[config.mk]
export PLATFORM = sky130hd
export DESIGN_NAME = time_frequency_core
export DESIGN_NICKNAME = d
export VERILOG_FILES = /design/src/tfc_pkg.sv /design/src/rate_synth.sv /design/src/time_frequency_core.sv
export SDC_FILE = /design/constraint.sdc
export NUM_CORES = 1
export LEC_CHECK = 0
export BUFFER_PORTS_ARGS = -buffer_cell sky130_fd_sc_hd__buf_4
export CORE_UTILIZATION = 59
export DETAILED_ROUTE_END_ITERATION = 8
export PLACE_DENSITY = 0.8
export SETUP_SLACK_MARGIN = 0.4
export SKIP_LAST_GASP = 1
export SYNTH_ARGS = -nofsm -noshare
export SYNTH_HDL_FRONTEND = slang
export SYNTH_HIERARCHICAL = 1
export SYNTH_SLANG_ARGS = --single-unit
[constraint.sdc]
create_clock -name clk_sys -period 5.15 [get_ports clk_sys]
set_input_delay 0.2575 -clock clk_sys [delete_from_list [all_inputs] [get_ports clk_sys]]
set_output_delay 0.2575 -clock clk_sys [all_outputs]
set_load 0.01 [all_outputs]
[src/tfc_pkg.sv]
// Constants, types and helper functions of the time and frequency core.
//
// Contract
// - Keep days-to-100 ns time from 10 MHz.
// - Answer time reads with no wait states.
// - Flywheel on internal oscillator when reference lost.
// - Exact time match drives output and interrupt.
// - Three event inputs each latch running time.
// - Completed event capture raises an interrupt.
// - Host signal timestamped for later reading.
// - Programmable rate synthesizer over very wide range.
// - Rate setting resolution 1/32 Hz or finer.
// - Synthesized rate goes to pin or interrupt.
// - Fixed 1, 5 or 10 MPPS output.
// - Time read in binary or decimal form; decimal covers hr, min and sec only, days and sub stay binary.
// - Generator mode runs from external 10 MHz.
// - Drive DAC word to steer the oscillator.
package tfc_pkg;

  // ==========================================================
  // Timing base
  localparam int CLK_HZ = 10_000_000;
  localparam int LSB_NS = 100;
  localparam logic [23:0] SUB_LAST = 24'(1_000_000_000 / LSB_NS - 1);
  localparam logic [5:0] SEC_LAST = 6'h3B;
  localparam logic [5:0] MIN_LAST = 6'h3B;
  localparam logic [4:0] HR_LAST = 5'h17;

  // ==========================================================
  // Time value
  typedef struct packed {
    logic [15:0] days;
    logic [4:0] hr;
    logic [5:0] min;
    logic [5:0] sec;
    logic [23:0] sub;
  } time_t;

  localparam time_t TIME_ZERO = '0;

  // ==========================================================
  // Read word selects
  localparam logic [3:0] SEL_TIME_HI = 4'h0;
  localparam logic [3:0] SEL_TIME_LO = 4'h1;
  localparam logic [3:0] SEL_STAMP_BASE = 4'h2;
  localparam int N_STAMP = 4;
  localparam int HOST_STAMP = 3;

  // ==========================================================
  // Interrupt sources
  localparam int N_IRQ = 5;
  localparam int IRQ_CMP = 0;
  localparam int IRQ_EVT0 = 1;
  localparam int IRQ_RATE = 4;
  localparam int N_EVT = 3;

  // ==========================================================
  // Rate synthesizer and fixed rate
  localparam int DDS_W = 48;
  localparam logic ROUTE_PIN = 1'b0;
  localparam logic ROUTE_IRQ = 1'b1;
  localparam logic [1:0] FIX_10M = 2'h0;
  localparam logic [1:0] FIX_5M = 2'h1;
  localparam logic [1:0] FIX_1M = 2'h2;
  localparam logic [3:0] DIV_10M = 4'h1;
  localparam logic [3:0] DIV_5M = 4'h2;
  localparam logic [3:0] DIV_1M = 4'hA;
  localparam int DAC_W = 16;

  // ==========================================================
  // Functions
  function automatic logic [7:0] bcd8(input logic [7:0] v);
    logic [7:0] tens;
    tens = v / 8'h0A;
    return {tens[3:0], 4'(v - tens * 8'h0A)};
  endfunction

  function automatic logic [7:0] fmt8(input logic [7:0] v,
                                      input logic dec);
    return dec ? bcd8(v) : v;
  endfunction

  function automatic logic [31:0] word_hi(input time_t t, input logic dec);
    return {t.days, fmt8({3'h0, t.hr}, dec), fmt8({2'h0, t.min}, dec)};
  endfunction

  function automatic logic [31:0] word_lo(input time_t t, input logic dec);
    return {fmt8({2'h0, t.sec}, dec), t.sub};
  endfunction

  function automatic time_t inc_time(input time_t t);
    time_t n;
    n = t;
    if (t.sub != SUB_LAST) begin
      n.sub = t.sub + 24'h1;
    end else begin
      n.sub = 24'h0;
      if (t.sec != SEC_LAST) begin
        n.sec = t.sec + 6'h1;
      end else begin
        n.sec = 6'h0;
        if (t.min != MIN_LAST) begin
          n.min = t.min + 6'h1;
        end else begin
          n.min = 6'h0;
          if (t.hr != HR_LAST) begin
            n.hr = t.hr + 5'h1;
          end else begin
            n.hr = 5'h0;
            n.days = t.days + 16'h1;
          end
        end
      end
    end
    return n;
  endfunction

endpackage

[src/rate_synth.sv]
// Phase accumulator rate synthesizer.
`timescale 1ns/10ps
module rate_synth
  import tfc_pkg::*;
(
  // Clock and reset
  input wire logic clk_sys,
  input wire logic sys_rst,
  // Tuning
  input wire logic [DDS_W-1:0] step,
  // Rate outputs
  output logic tick,
  output logic wave
);

  logic [DDS_W-1:0] acc_r;
  logic [DDS_W-1:0] acc_nxt;
  logic tick_r;
  logic tick_nxt;

  // A 48-bit accumulator gives steps near 36 nHz, fine enough for both
  // the 1/32 Hz resolution and a period of over 325 days.
  always_comb begin
    {tick_nxt, acc_nxt} = {1'b0, acc_r} + {1'b0, step};
  end

  always_ff @(posedge clk_sys) begin
    if (sys_rst) begin
      acc_r <= '0;
      tick_r <= 1'b0;
    end else begin
      acc_r <= acc_nxt;
      tick_r <= tick_nxt;
    end
  end

  assign tick = tick_r;
  assign wave = acc_r[DDS_W-1];
endmodule // rate_synth

[src/time_frequency_core.sv]
// Timekeeping core: time count, reads, compare, captures, rates and DAC.
`timescale 1ns/10ps
module time_frequency_core
  import tfc_pkg::*;
(
  // Clock and reset
  input wire logic clk_sys,
  input wire logic sys_rst,
  // Time set
  input wire logic set_stb,
  input wire time_t set_time,
  // Reference
  input wire logic gen_mode,
  input wire logic ext_ok,
  input wire logic ext_tick,
  // Time read
  input wire logic rd_stb,
  input wire logic [3:0] rd_sel,
  input wire logic fmt_dec,
  output logic [31:0] rd_data,
  output logic rd_valid,
  // Time compare
  input wire logic cmp_en,
  input wire time_t cmp_time,
  output logic cmp_out,
  // Events and host signal
  input wire logic [N_EVT-1:0] evt_in,
  input wire logic host_sig,
  // Interrupts
  input wire logic [N_IRQ-1:0] irq_en,
  input wire logic [N_IRQ-1:0] irq_clr,
  output logic [N_IRQ-1:0] irq_pend,
  output logic irq_out,
  // Rate synthesizer
  input wire logic [DDS_W-1:0] dds_step,
  input wire logic rate_route,
  output logic rate_out,
  // Fixed rate and DAC
  input wire logic [1:0] fix_sel,
  output logic fix_out,
  input wire logic [DAC_W-1:0] dac_set,
  output logic [DAC_W-1:0] dac_out
);

  // ==========================================================
  // Time count
  time_t time_r;
  time_t time_nxt;
  logic adv;

  // In generator mode the external 10 MHz paces the count; if it is lost
  // the count flywheels on the local clock rather than stopping.
  always_comb begin
    adv = (gen_mode && ext_ok) ? ext_tick : 1'b1;
    time_nxt = time_r;
    if (set_stb) begin
      time_nxt = set_time;
    end else if (adv) begin
      time_nxt = inc_time(time_r);
    end
  end

  always_ff @(posedge clk_sys) begin
    if (sys_rst) begin
      time_r <= TIME_ZERO;
    end else begin
      time_r <= time_nxt;
    end
  end

  // ==========================================================
  // Compare, event and host captures
  time_t stamp_r [N_STAMP];
  time_t stamp_nxt [N_STAMP];
  logic [N_EVT-1:0] evt_prev_r;
  logic [N_EVT-1:0] evt_rise;
  logic cmp_seen_r;
  logic cmp_seen_nxt;
  logic cmp_hit;
  logic cmp_out_r;

  always_comb begin
    evt_rise = evt_in & ~evt_prev_r;
    cmp_seen_nxt = (time_r == cmp_time);
    cmp_hit = cmp_en && cmp_seen_nxt && !cmp_seen_r;
    for (int i = 0; i < N_STAMP; i++) begin
      stamp_nxt[i] = stamp_r[i];
    end
    for (int i = 0; i < N_EVT; i++) begin
      if (evt_rise[i]) begin
        stamp_nxt[i] = time_r;
      end
    end
    if (host_sig) begin
      stamp_nxt[HOST_STAMP] = time_r;
    end
  end

  always_ff @(posedge clk_sys) begin
    if (sys_rst) begin
      for (int i = 0; i < N_STAMP; i++) begin
        stamp_r[i] <= TIME_ZERO;
      end
      evt_prev_r <= '0;
      cmp_seen_r <= 1'b0;
      cmp_out_r <= 1'b0;
    end else begin
      stamp_r <= stamp_nxt;
      evt_prev_r <= evt_in;
      cmp_seen_r <= cmp_seen_nxt;
      cmp_out_r <= cmp_hit;
    end
  end

  assign cmp_out = cmp_out_r;

  // ==========================================================
  // Host reads
  time_t snap_r;
  time_t snap_nxt;
  logic [31:0] rd_data_r;
  logic [31:0] rd_data_nxt;
  logic rd_valid_r;
  logic [3:0] sidx;

  // Reading the high word freezes the whole time so the low word that
  // follows cannot show a carry that happened between the two reads.
  always_comb begin
    snap_nxt = snap_r;
    rd_data_nxt = rd_data_r;
    sidx = rd_sel - SEL_STAMP_BASE;
    if (rd_stb) begin
      if (rd_sel == SEL_TIME_HI) begin
        snap_nxt = time_r;
        rd_data_nxt = word_hi(time_r, fmt_dec);
      end else if (rd_sel == SEL_TIME_LO) begin
        rd_data_nxt = word_lo(snap_r, fmt_dec);
      end else if (sidx[3:1] < 3'(N_STAMP)) begin
        if (sidx[0]) begin
          rd_data_nxt = word_lo(stamp_r[sidx[2:1]], fmt_dec);
        end else begin
          rd_data_nxt = word_hi(stamp_r[sidx[2:1]], fmt_dec);
        end
      end else begin
        rd_data_nxt = 32'h0;
      end
    end
  end

  always_ff @(posedge clk_sys) begin
    if (sys_rst) begin
      snap_r <= TIME_ZERO;
      rd_data_r <= 32'h0;
      rd_valid_r <= 1'b0;
    end else begin
      snap_r <= snap_nxt;
      rd_data_r <= rd_data_nxt;
      rd_valid_r <= rd_stb;
    end
  end

  assign rd_data = rd_data_r;
  assign rd_valid = rd_valid_r;

  // ==========================================================
  // Rate synthesizer
  logic rate_tick;
  logic rate_wave;
  logic rate_out_r;

  rate_synth i_rate_synth (
    .clk_sys(clk_sys),
    .sys_rst(sys_rst),
    .step(dds_step),
    .tick(rate_tick),
    .wave(rate_wave)
  );

  always_ff @(posedge clk_sys) begin
    if (sys_rst) begin
      rate_out_r <= 1'b0;
    end else begin
      rate_out_r <= (rate_route == ROUTE_PIN) && rate_wave;
    end
  end

  assign rate_out = rate_out_r;

  // ==========================================================
  // Interrupts
  logic [N_IRQ-1:0] pend_r;
  logic [N_IRQ-1:0] pend_nxt;
  logic [N_IRQ-1:0] pend_set;

  // A new event in the cycle of its clear keeps the flag set.
  always_comb begin
    pend_set = '0;
    pend_set[IRQ_CMP] = cmp_hit;
    pend_set[IRQ_EVT0 +: N_EVT] = evt_rise;
    pend_set[IRQ_RATE] = rate_tick && (rate_route == ROUTE_IRQ);
    pend_nxt = (pend_r & ~irq_clr) | pend_set;
  end

  always_ff @(posedge clk_sys) begin
    if (sys_rst) begin
      pend_r <= '0;
    end else begin
      pend_r <= pend_nxt;
    end
  end

  assign irq_pend = pend_r;
  assign irq_out = |(pend_r & irq_en);

  // ==========================================================
  // Fixed rate and DAC
  logic [3:0] fix_cnt_r;
  logic [3:0] fix_cnt_nxt;
  logic [3:0] fix_div;
  logic fix_out_r;
  logic [DAC_W-1:0] dac_r;

  always_comb begin
    case (fix_sel)
      FIX_5M: fix_div = DIV_5M;
      FIX_1M: fix_div = DIV_1M;
      default: fix_div = DIV_10M;
    endcase
    fix_cnt_nxt = (fix_cnt_r >= fix_div - 4'h1) ? 4'h0 : fix_cnt_r + 4'h1;
  end

  always_ff @(posedge clk_sys) begin
    if (sys_rst) begin
      fix_cnt_r <= 4'h0;
      fix_out_r <= 1'b0;
      dac_r <= '0;
    end else begin
      fix_cnt_r <= fix_cnt_nxt;
      fix_out_r <= (fix_cnt_r == 4'h0);
      dac_r <= dac_set;
    end
  end

  assign fix_out = fix_out_r;
  assign dac_out = dac_r;
endmodule // time_frequency_core

# Word level (Yosys, flattened, before mapping)

Index checks and enable logic that the tools add are counted.

Output and inout bits: 58
Flip-flop bits (word level): 429

$add $sub $neg: 15
Bitwise gates (word level): 8
Equality and inequality tests: 12
Reduce and logical (&&, ||, !) cells: 16
$mul: 6
$lt $le $gt $ge: 3
Multiplexer cells: 25
Divide/modulo/power cells: 6

Operators by type and width:

| operator                | count |
|---|---|
| $mux W57                | 4 |
| $mux W32                | 4 |
| $bmux W57 S2            | 1 |
| $eq A57 B57 Y1          | 1 |
| $add A48 B48 Y49        | 1 |
| $mul A8 B3 Y3 const B   | 6 |
| $mux W8                 | 6 |
| $mux W33                | 1 |
| $div A6 B4 Y8 const B   | 4 |
| $mux W27                | 1 |
| $add A24 B1 Y24 const B | 1 |
| $mux W24                | 1 |
| $ne A24 B24 Y1 const B  | 1 |
| $sub A4 B4 Y4           | 6 |
| $mux W21                | 1 |
| $add A16 B1 Y16 const B | 1 |
| $div A5 B4 Y8 const B   | 2 |
| $mux W16                | 1 |
| $add A6 B1 Y6 const B   | 2 |
| $mux W6                 | 2 |
| $ne A6 B6 Y1 const B    | 2 |
| $and A5 B5 Y5           | 2 |
| $logic_not A4 Y1        | 2 |
| $ne A2 B2 Y1 const B    | 4 |
| other kinds (29)        | 34 |

# Depth between registers and ports, before layout

Depth after elaboration: 13
Mapped depth: 27
Gate-level depth less buffers: 23

# Modules after synthesis

The synthesis kept the hierarchy.

Modules (own cells, without submodules):

| module              | seq. area each (µm²) | cells each | area an instance (µm²) | times used |
|---|---|---|---|---|
| time_frequency_core | 7607.3               | 2353       | 19469.9                | 1 |
| rate_synth          | 980.9                | 526        | 4058.9                 | 1 |

# Least setup slack after synthesis

OpenSTA, ideal clock, no wires.

Path kind: input port to flip-flop
Start: input port rd_sel[1]
End: register rd_data_r[26], in the netlist rd_data[26]
Path slack: 428 ps
Setup time: 128 ps
Stages: 22
Arrival time: 4594 ps
Cell sequence: buf_2 buf_2 inv_1 ha_1 buf_6 mux4_2 buf_2 inv_1 ha_1 o211ai_1 o211ai_1 ha_1 a222oi_1 a32o_1 ha_1 fa_1 inv_1 mux4_2 nand2_1 o21ai_0 a22oi_1 nor2_1

Cells in the longest elaborated chain, start to end: 13
Elaborated cells between the ends (all ways): 16

Ends and longest elaborated chain:

| item                                        | line                                                   | text |
|---|---|---|
| from (decl)                                 | time_frequency_core.sv:18                              | `input wire logic [3:0] rd_sel,` |
| $sub A4 B2 Y4                               | time_frequency_core.sv:131                             | `sidx = rd_sel - SEL_STAMP_BASE;` |
| $not A2 Y3 (implied by the code)            | time_frequency_core.sv:140, time_frequency_core.sv:142 |  |
| $bmux W57 S2                                | time_frequency_core.sv:140, time_frequency_core.sv:142 |  |
| $mux W57 (implied by the code) (2 in a row) | time_frequency_core.sv:142                             | `rd_data_nxt = word_hi(stamp_r[sidx[2:1]], fmt_dec);` |
| $div A6 B4 Y8                               | tfc_pkg.sv:74                                          | `tens = v / 8'h0A;` |
| $mul A8 B3 Y3                               | tfc_pkg.sv:75                                          | `return {tens[3:0], 4'(v - tens * 8'h0A)};` |
| $sub A4 B4 Y4                               | tfc_pkg.sv:75                                          |  |
| $mux W8                                     | tfc_pkg.sv:80                                          | `return dec ? bcd8(v) : v;` |
| $mux W32                                    | time_frequency_core.sv:139                             | `if (sidx[0]) begin` |
| $mux W32                                    | time_frequency_core.sv:138                             | `end else if (sidx[3:1] < 3'(N_STAMP)) begin` |
| $mux W32                                    | time_frequency_core.sv:136                             | `end else if (rd_sel == SEL_TIME_LO) begin` |
| $mux W32 *                                  | time_frequency_core.sv:133                             | `if (rd_sel == SEL_TIME_HI) begin` |
| to (signal assigned)                        | time_frequency_core.sv:157                             | `rd_data_r <= rd_data_nxt;` |
| to (decl)                                   | time_frequency_core.sv:121                             | `logic [31:0] rd_data_r;` |

Mark *: on every way between the ends. The rest lies on a longest branch, timed or not. The select of a mux whose other input is x is not followed.
A chain may end at the register's enable or synchronous reset.

# Worst setup path after layout

Start: register snap_r[29] in the netlist's numbering
End: register rd_data_r[27], in the netlist rd_data[27]

Cells in the longest elaborated chain, start to end: 6

Ends and longest elaborated chain:

| item                   | line                       | text |
|---|---|---|
| from (decl)            | time_frequency_core.sv:119 | `time_t snap_r;` |
| from (signal assigned) | time_frequency_core.sv:156 | `snap_r <= snap_nxt;` |
| $div A6 B4 Y8          | tfc_pkg.sv:74              |  |
| $mul A8 B3 Y3          | tfc_pkg.sv:75              |  |
| $sub A4 B4 Y4          | tfc_pkg.sv:75              |  |
| $mux W8                | tfc_pkg.sv:80              |  |
| $mux W32               | time_frequency_core.sv:136 |  |
| $mux W32               | time_frequency_core.sv:133 |  |

No other way between the ends.

==> out/metrics.csv <==
stage,metric,value,unit
pwr,Clk pwr share,0.349,
place,Final GP Congestion,0.966,
critical_path,r2r worst-path depth,19,
critical_path,CP cell instances,inv_1 -> maj3_1 -> a21oi_1 -> ha_1 -> nor2b_1 -> o31ai_1 -> o21a_1 -> a21oi_1 -> inv_1 -> ha_1 -> inv_1 -> fa_1 -> nor2_1 -> o311a_1 -> a2bb2oi_1 -> o311a_1 -> o21ai_0 -> a31oi_1 -> o21ai_0,
sta,endpoints failing setup,0,
pwr,Logic pwr share,0.281,
sta,fin crit share,0.854,
critical_path,Crit Path Max Fanout,11,
floorplanning,initial core utilization,0.603,
hold_path,WHS Path Cells,3,
critical_path,Critical Path Max Stage Delay,0.45,ns
global_route,GRT overflow,0,
clock_network,Skew-Pair Late Insertion Delay,0.59,ns
sta,final hold vios,0,
floorplanning,core area,39000,µm²
clock_network,total CTS buffers,46,
critical_path,Reg2Reg Setup Slack,0.75,ns
sta,Clock Skew,0.0163,ns
pwr,"IR drop worst, VDD",0.000462,V
floorplanning,I/O pin count,266,
place,I/O Buffers,265,
layout,Fillers,3066,
sta,"Slew Viols, Final",0,
floorplanning,Die Ht,202,µm
hold_path,Worst Hold End,time_r[25]$_SDFFE_PP0P_,
pwr,Sw Pwr,3.33,mW
yosys,Syn Area/Cell,8.17,µm²
job,MaxCap Viol Count,0,
critical_path,"most used cell, CP",inv_1,
sta,Slew headroom,0.214,
routing,DRC,0,
yosys,number of synthesized register bits,429,
pwr,Sw Ratio,0.326,
global_route,pin count of the biggest net entering global routing,147,
critical_path,reg-to-reg critical path startpoint,snap_r[29]$_SDFFE_PP0P_,
yosys,sequential fraction of the synthesis area,0.365,
yosys,Synth Flop Type,dfxtp_1,
sta,RSZ-0062 raised after global routing,false,
layout,footprint of the multi-input gates,13700,µm²
clock_network,number of clock sinks,429,
sta,Worst-Margin Slew,1.18,ns
clock_network,root buf cell,clkbuf_16,
yosys,Cell variety after synth,95,
routing,drt pass-1 iters,6,
routing,remaining antenna violation count,0,
yosys,synthesized instance count,2879,
routing,drt wl/cell,21.3,µm
global_route,GRT Total Usage,0.367,
routing,Initial DRC Count,2556,
yosys,Mapped Area,23500,µm²
critical_path,CP Capture Type,flop,
critical_path,Worst EP required,5.62,ns
hold_path,Hold WC Path Type,in -> reg,
layout,synthesis-to-layout area growth,16.7,%
yosys,yosys warns,6,
floorplanning,Site Rows,72,
layout,Register Area,8590,µm²
pwr,Design Power,10.2,mW
critical_path,worst reg2reg endpoint,rd_data[27]$_SDFFE_PP0P_,
layout,layout cell share with drive strength beyond 1,0.158,
routing,"wirelength, routed",76000,µm
critical_path,crit start category,flop,
global_route,first-pass GRT wire length,118000,µm
routing,routed vias/inst,6.30,
clock_network,clock tree from TritonCTS,built,
sta,Max Clock Freq,227,MHz
yosys,Syn Nets,3177,
pwr,design internal power,6.88,mW
sta,crit path time final,4.40,ns
global_route,number of global-route vias before repair,21500,
critical_path,Worst Setup Path Type,reg -> reg,
clock_network,"Reg clk slew, reported paths",0.06,ns
run_status,status,"finished, final reports clean",
floorplanning,Die ar.,40700,µm²
yosys,number of flops mapped to enable cells by yosys,0,
hold_path,Worst Min Path Start,set_time[25],
critical_path,arrival time worst endpoint,4.87,ns
layout,Layout Nets,3305,
layout,Finished Core Util,0.704,
sta,setup TNS,0,ns
pwr,PwrDens,372,nW/µm²
routing,vias,22500,
global_route,initial antenna violation count,3,
pwr,Sequential Power Share,0.370,
place,DP HPWL,50500,µm
clock_network,CTS Buffer Depth,3,
pwr,total leakage power,10.8,nW
clock_network,H-tree depth,2,
critical_path,Worst path slowest cell,dfxtp_2,
layout,"commonest non-fill, non-tap cell in the layout",nand2_1,
layout,most frequent cells in the layout,"560 x nand2_1, 427 x dfxtp_1, 327 x a21oi_1, 288 x buf_4, 241 x nor2_1",
yosys,Async SR Flop Fraction,0,
floorplanning,chip width,202,µm
## stage by stage
step / cell area [µm²] / std cells / setup slack (ns) / hold slack, ns
final: 27500 / 3564 / 0.752 / 0.0243
after CTS: 27500 / 3562 / 0.581 / 0.00487
after floorplan: 23500 / 2879 / 0.428 / 0.334
after global routing: 27500 / 3564 / 0.546 / 0.0269
after detailed placement: 25500 / 3442 / 0.378 / 0.432
after global placement: 25500 / 3442 / 0.455 / 0.428
## cell usage after synthesis (19+ instances only)
cell      count  share of area
a211oi_1     28         0.0089
a21oi_1     327          0.070
a221oi_1     28          0.010
a22oi_1      20         0.0064
buf_1        29         0.0046
buf_2        25         0.0053
clkbuf_1    185          0.030
dfxtp_1     429           0.37
ha_1         84          0.045
inv_1        77          0.012
mux2i_1      87          0.037
mux4_2       63          0.060
nand2_1     560          0.089
nand2b_1     33         0.0088
nand3_1      44         0.0094
nand4_1      29         0.0077
nor2_1      243          0.039
nor2b_1      46          0.012
nor3_1       29         0.0062
o211ai_1     21         0.0067
o21ai_0      84          0.018
o31ai_1      19         0.0061
xnor2_1      47          0.017
xor2_1       51          0.019
## routing by layer
metal	up-vias	track usage	part of all wire
li1	10300	-	-
met1	10600	0.475	0.39
met2	1280	0.583	0.45
met3	250	0.0756	0.11
met4	2	0.175	0.048
met5	-	0	0.00017
## power by group through the flow
stage | clock network (mW) | registers (mW) | logic (mW)
6_report | 3.56 | 3.78 | 2.87
3_5_place_dp | 0 | 3.85 | 2.75
5_1_grt | 3.72 | 3.81 | 3.14
3_3_place_gp | 0 | 3.83 | 2.71
4_1_cts | 3.59 | 3.78 | 2.81
2_1_floorplan | 0 | 3.74 | 2.10
## how the worst max path moves through the flow
stage / startpoint / to / cells after the start
after floorplan: rd_sel[1] / rd_data[26]$_SDFFE_PP0P_ / 22
after global placement: rd_sel[1] / rd_data[2]$_SDFFE_PP0P_ / 21
after detailed placement: rd_sel[1] / rd_data[26]$_SDFFE_PP0P_ / 18
after CTS: time_r[34]$_SDFFE_PP0P_ / rd_data[2]$_SDFFE_PP0P_ / 19
after global routing: snap_r[29]$_SDFFE_PP0P_ / rd_data[27]$_SDFFE_PP0P_ / 19
final: snap_r[29]$_SDFFE_PP0P_ / rd_data[27]$_SDFFE_PP0P_ / 19
## layout make-up
class	count	share of cell area
Multi-Input combinational cell	2127	0.500
Sequential cell	429	0.313
Timing Repair Buffer	326	0.0935
Clock buffer	64	0.0484
Tap cell	518	0.0236
Clock inverter	21	0.0107
Inverter	77	0.0105
Antenna cell	2	0.000182
## kinds of logic after synthesis
logic type / Yosys count / synth area share
XOR/XNOR: 100 / 0.0384
AO/OA/AOI/OAI: 705 / 0.190
multiplexers: 158 / 0.101
AND/OR/NAND/NOR: 1073 / 0.201
flip-flops: 429 / 0.365
adder cells (fa/ha/maj): 91 / 0.0502
buffers and inverters: 323 / 0.0545
## worst max-delay path: cells and delay by family, from the launching register on
kind,cells,cell delay (ns)
buffers and inverters,3,0.24
AOI/OAI and AO/OA,10,2.06
DFF,1,0.45
and+or+nand+nor,2,0.30
adders and majority gates,4,1.23
## sequential cells by signal, indices dropped and copies added (netlist names), 3 cells and up
name and cells:
dac_out 16, evt_prev_r 3, fix_cnt_r 4, i_rate_synth/acc_r 48, irq_pend 5, rd_data 32
snap_r 30, stamp_r 228, time_r 57
## repair_timing
item,4_1_cts,5_1_grt
endpoints found under the hold margin,35,0
hold buffers,35,0
buffers inserted,0,0
resized for setup,0,3
setup endpoints to repair,0,3
(Power assumes the default switching activity.)
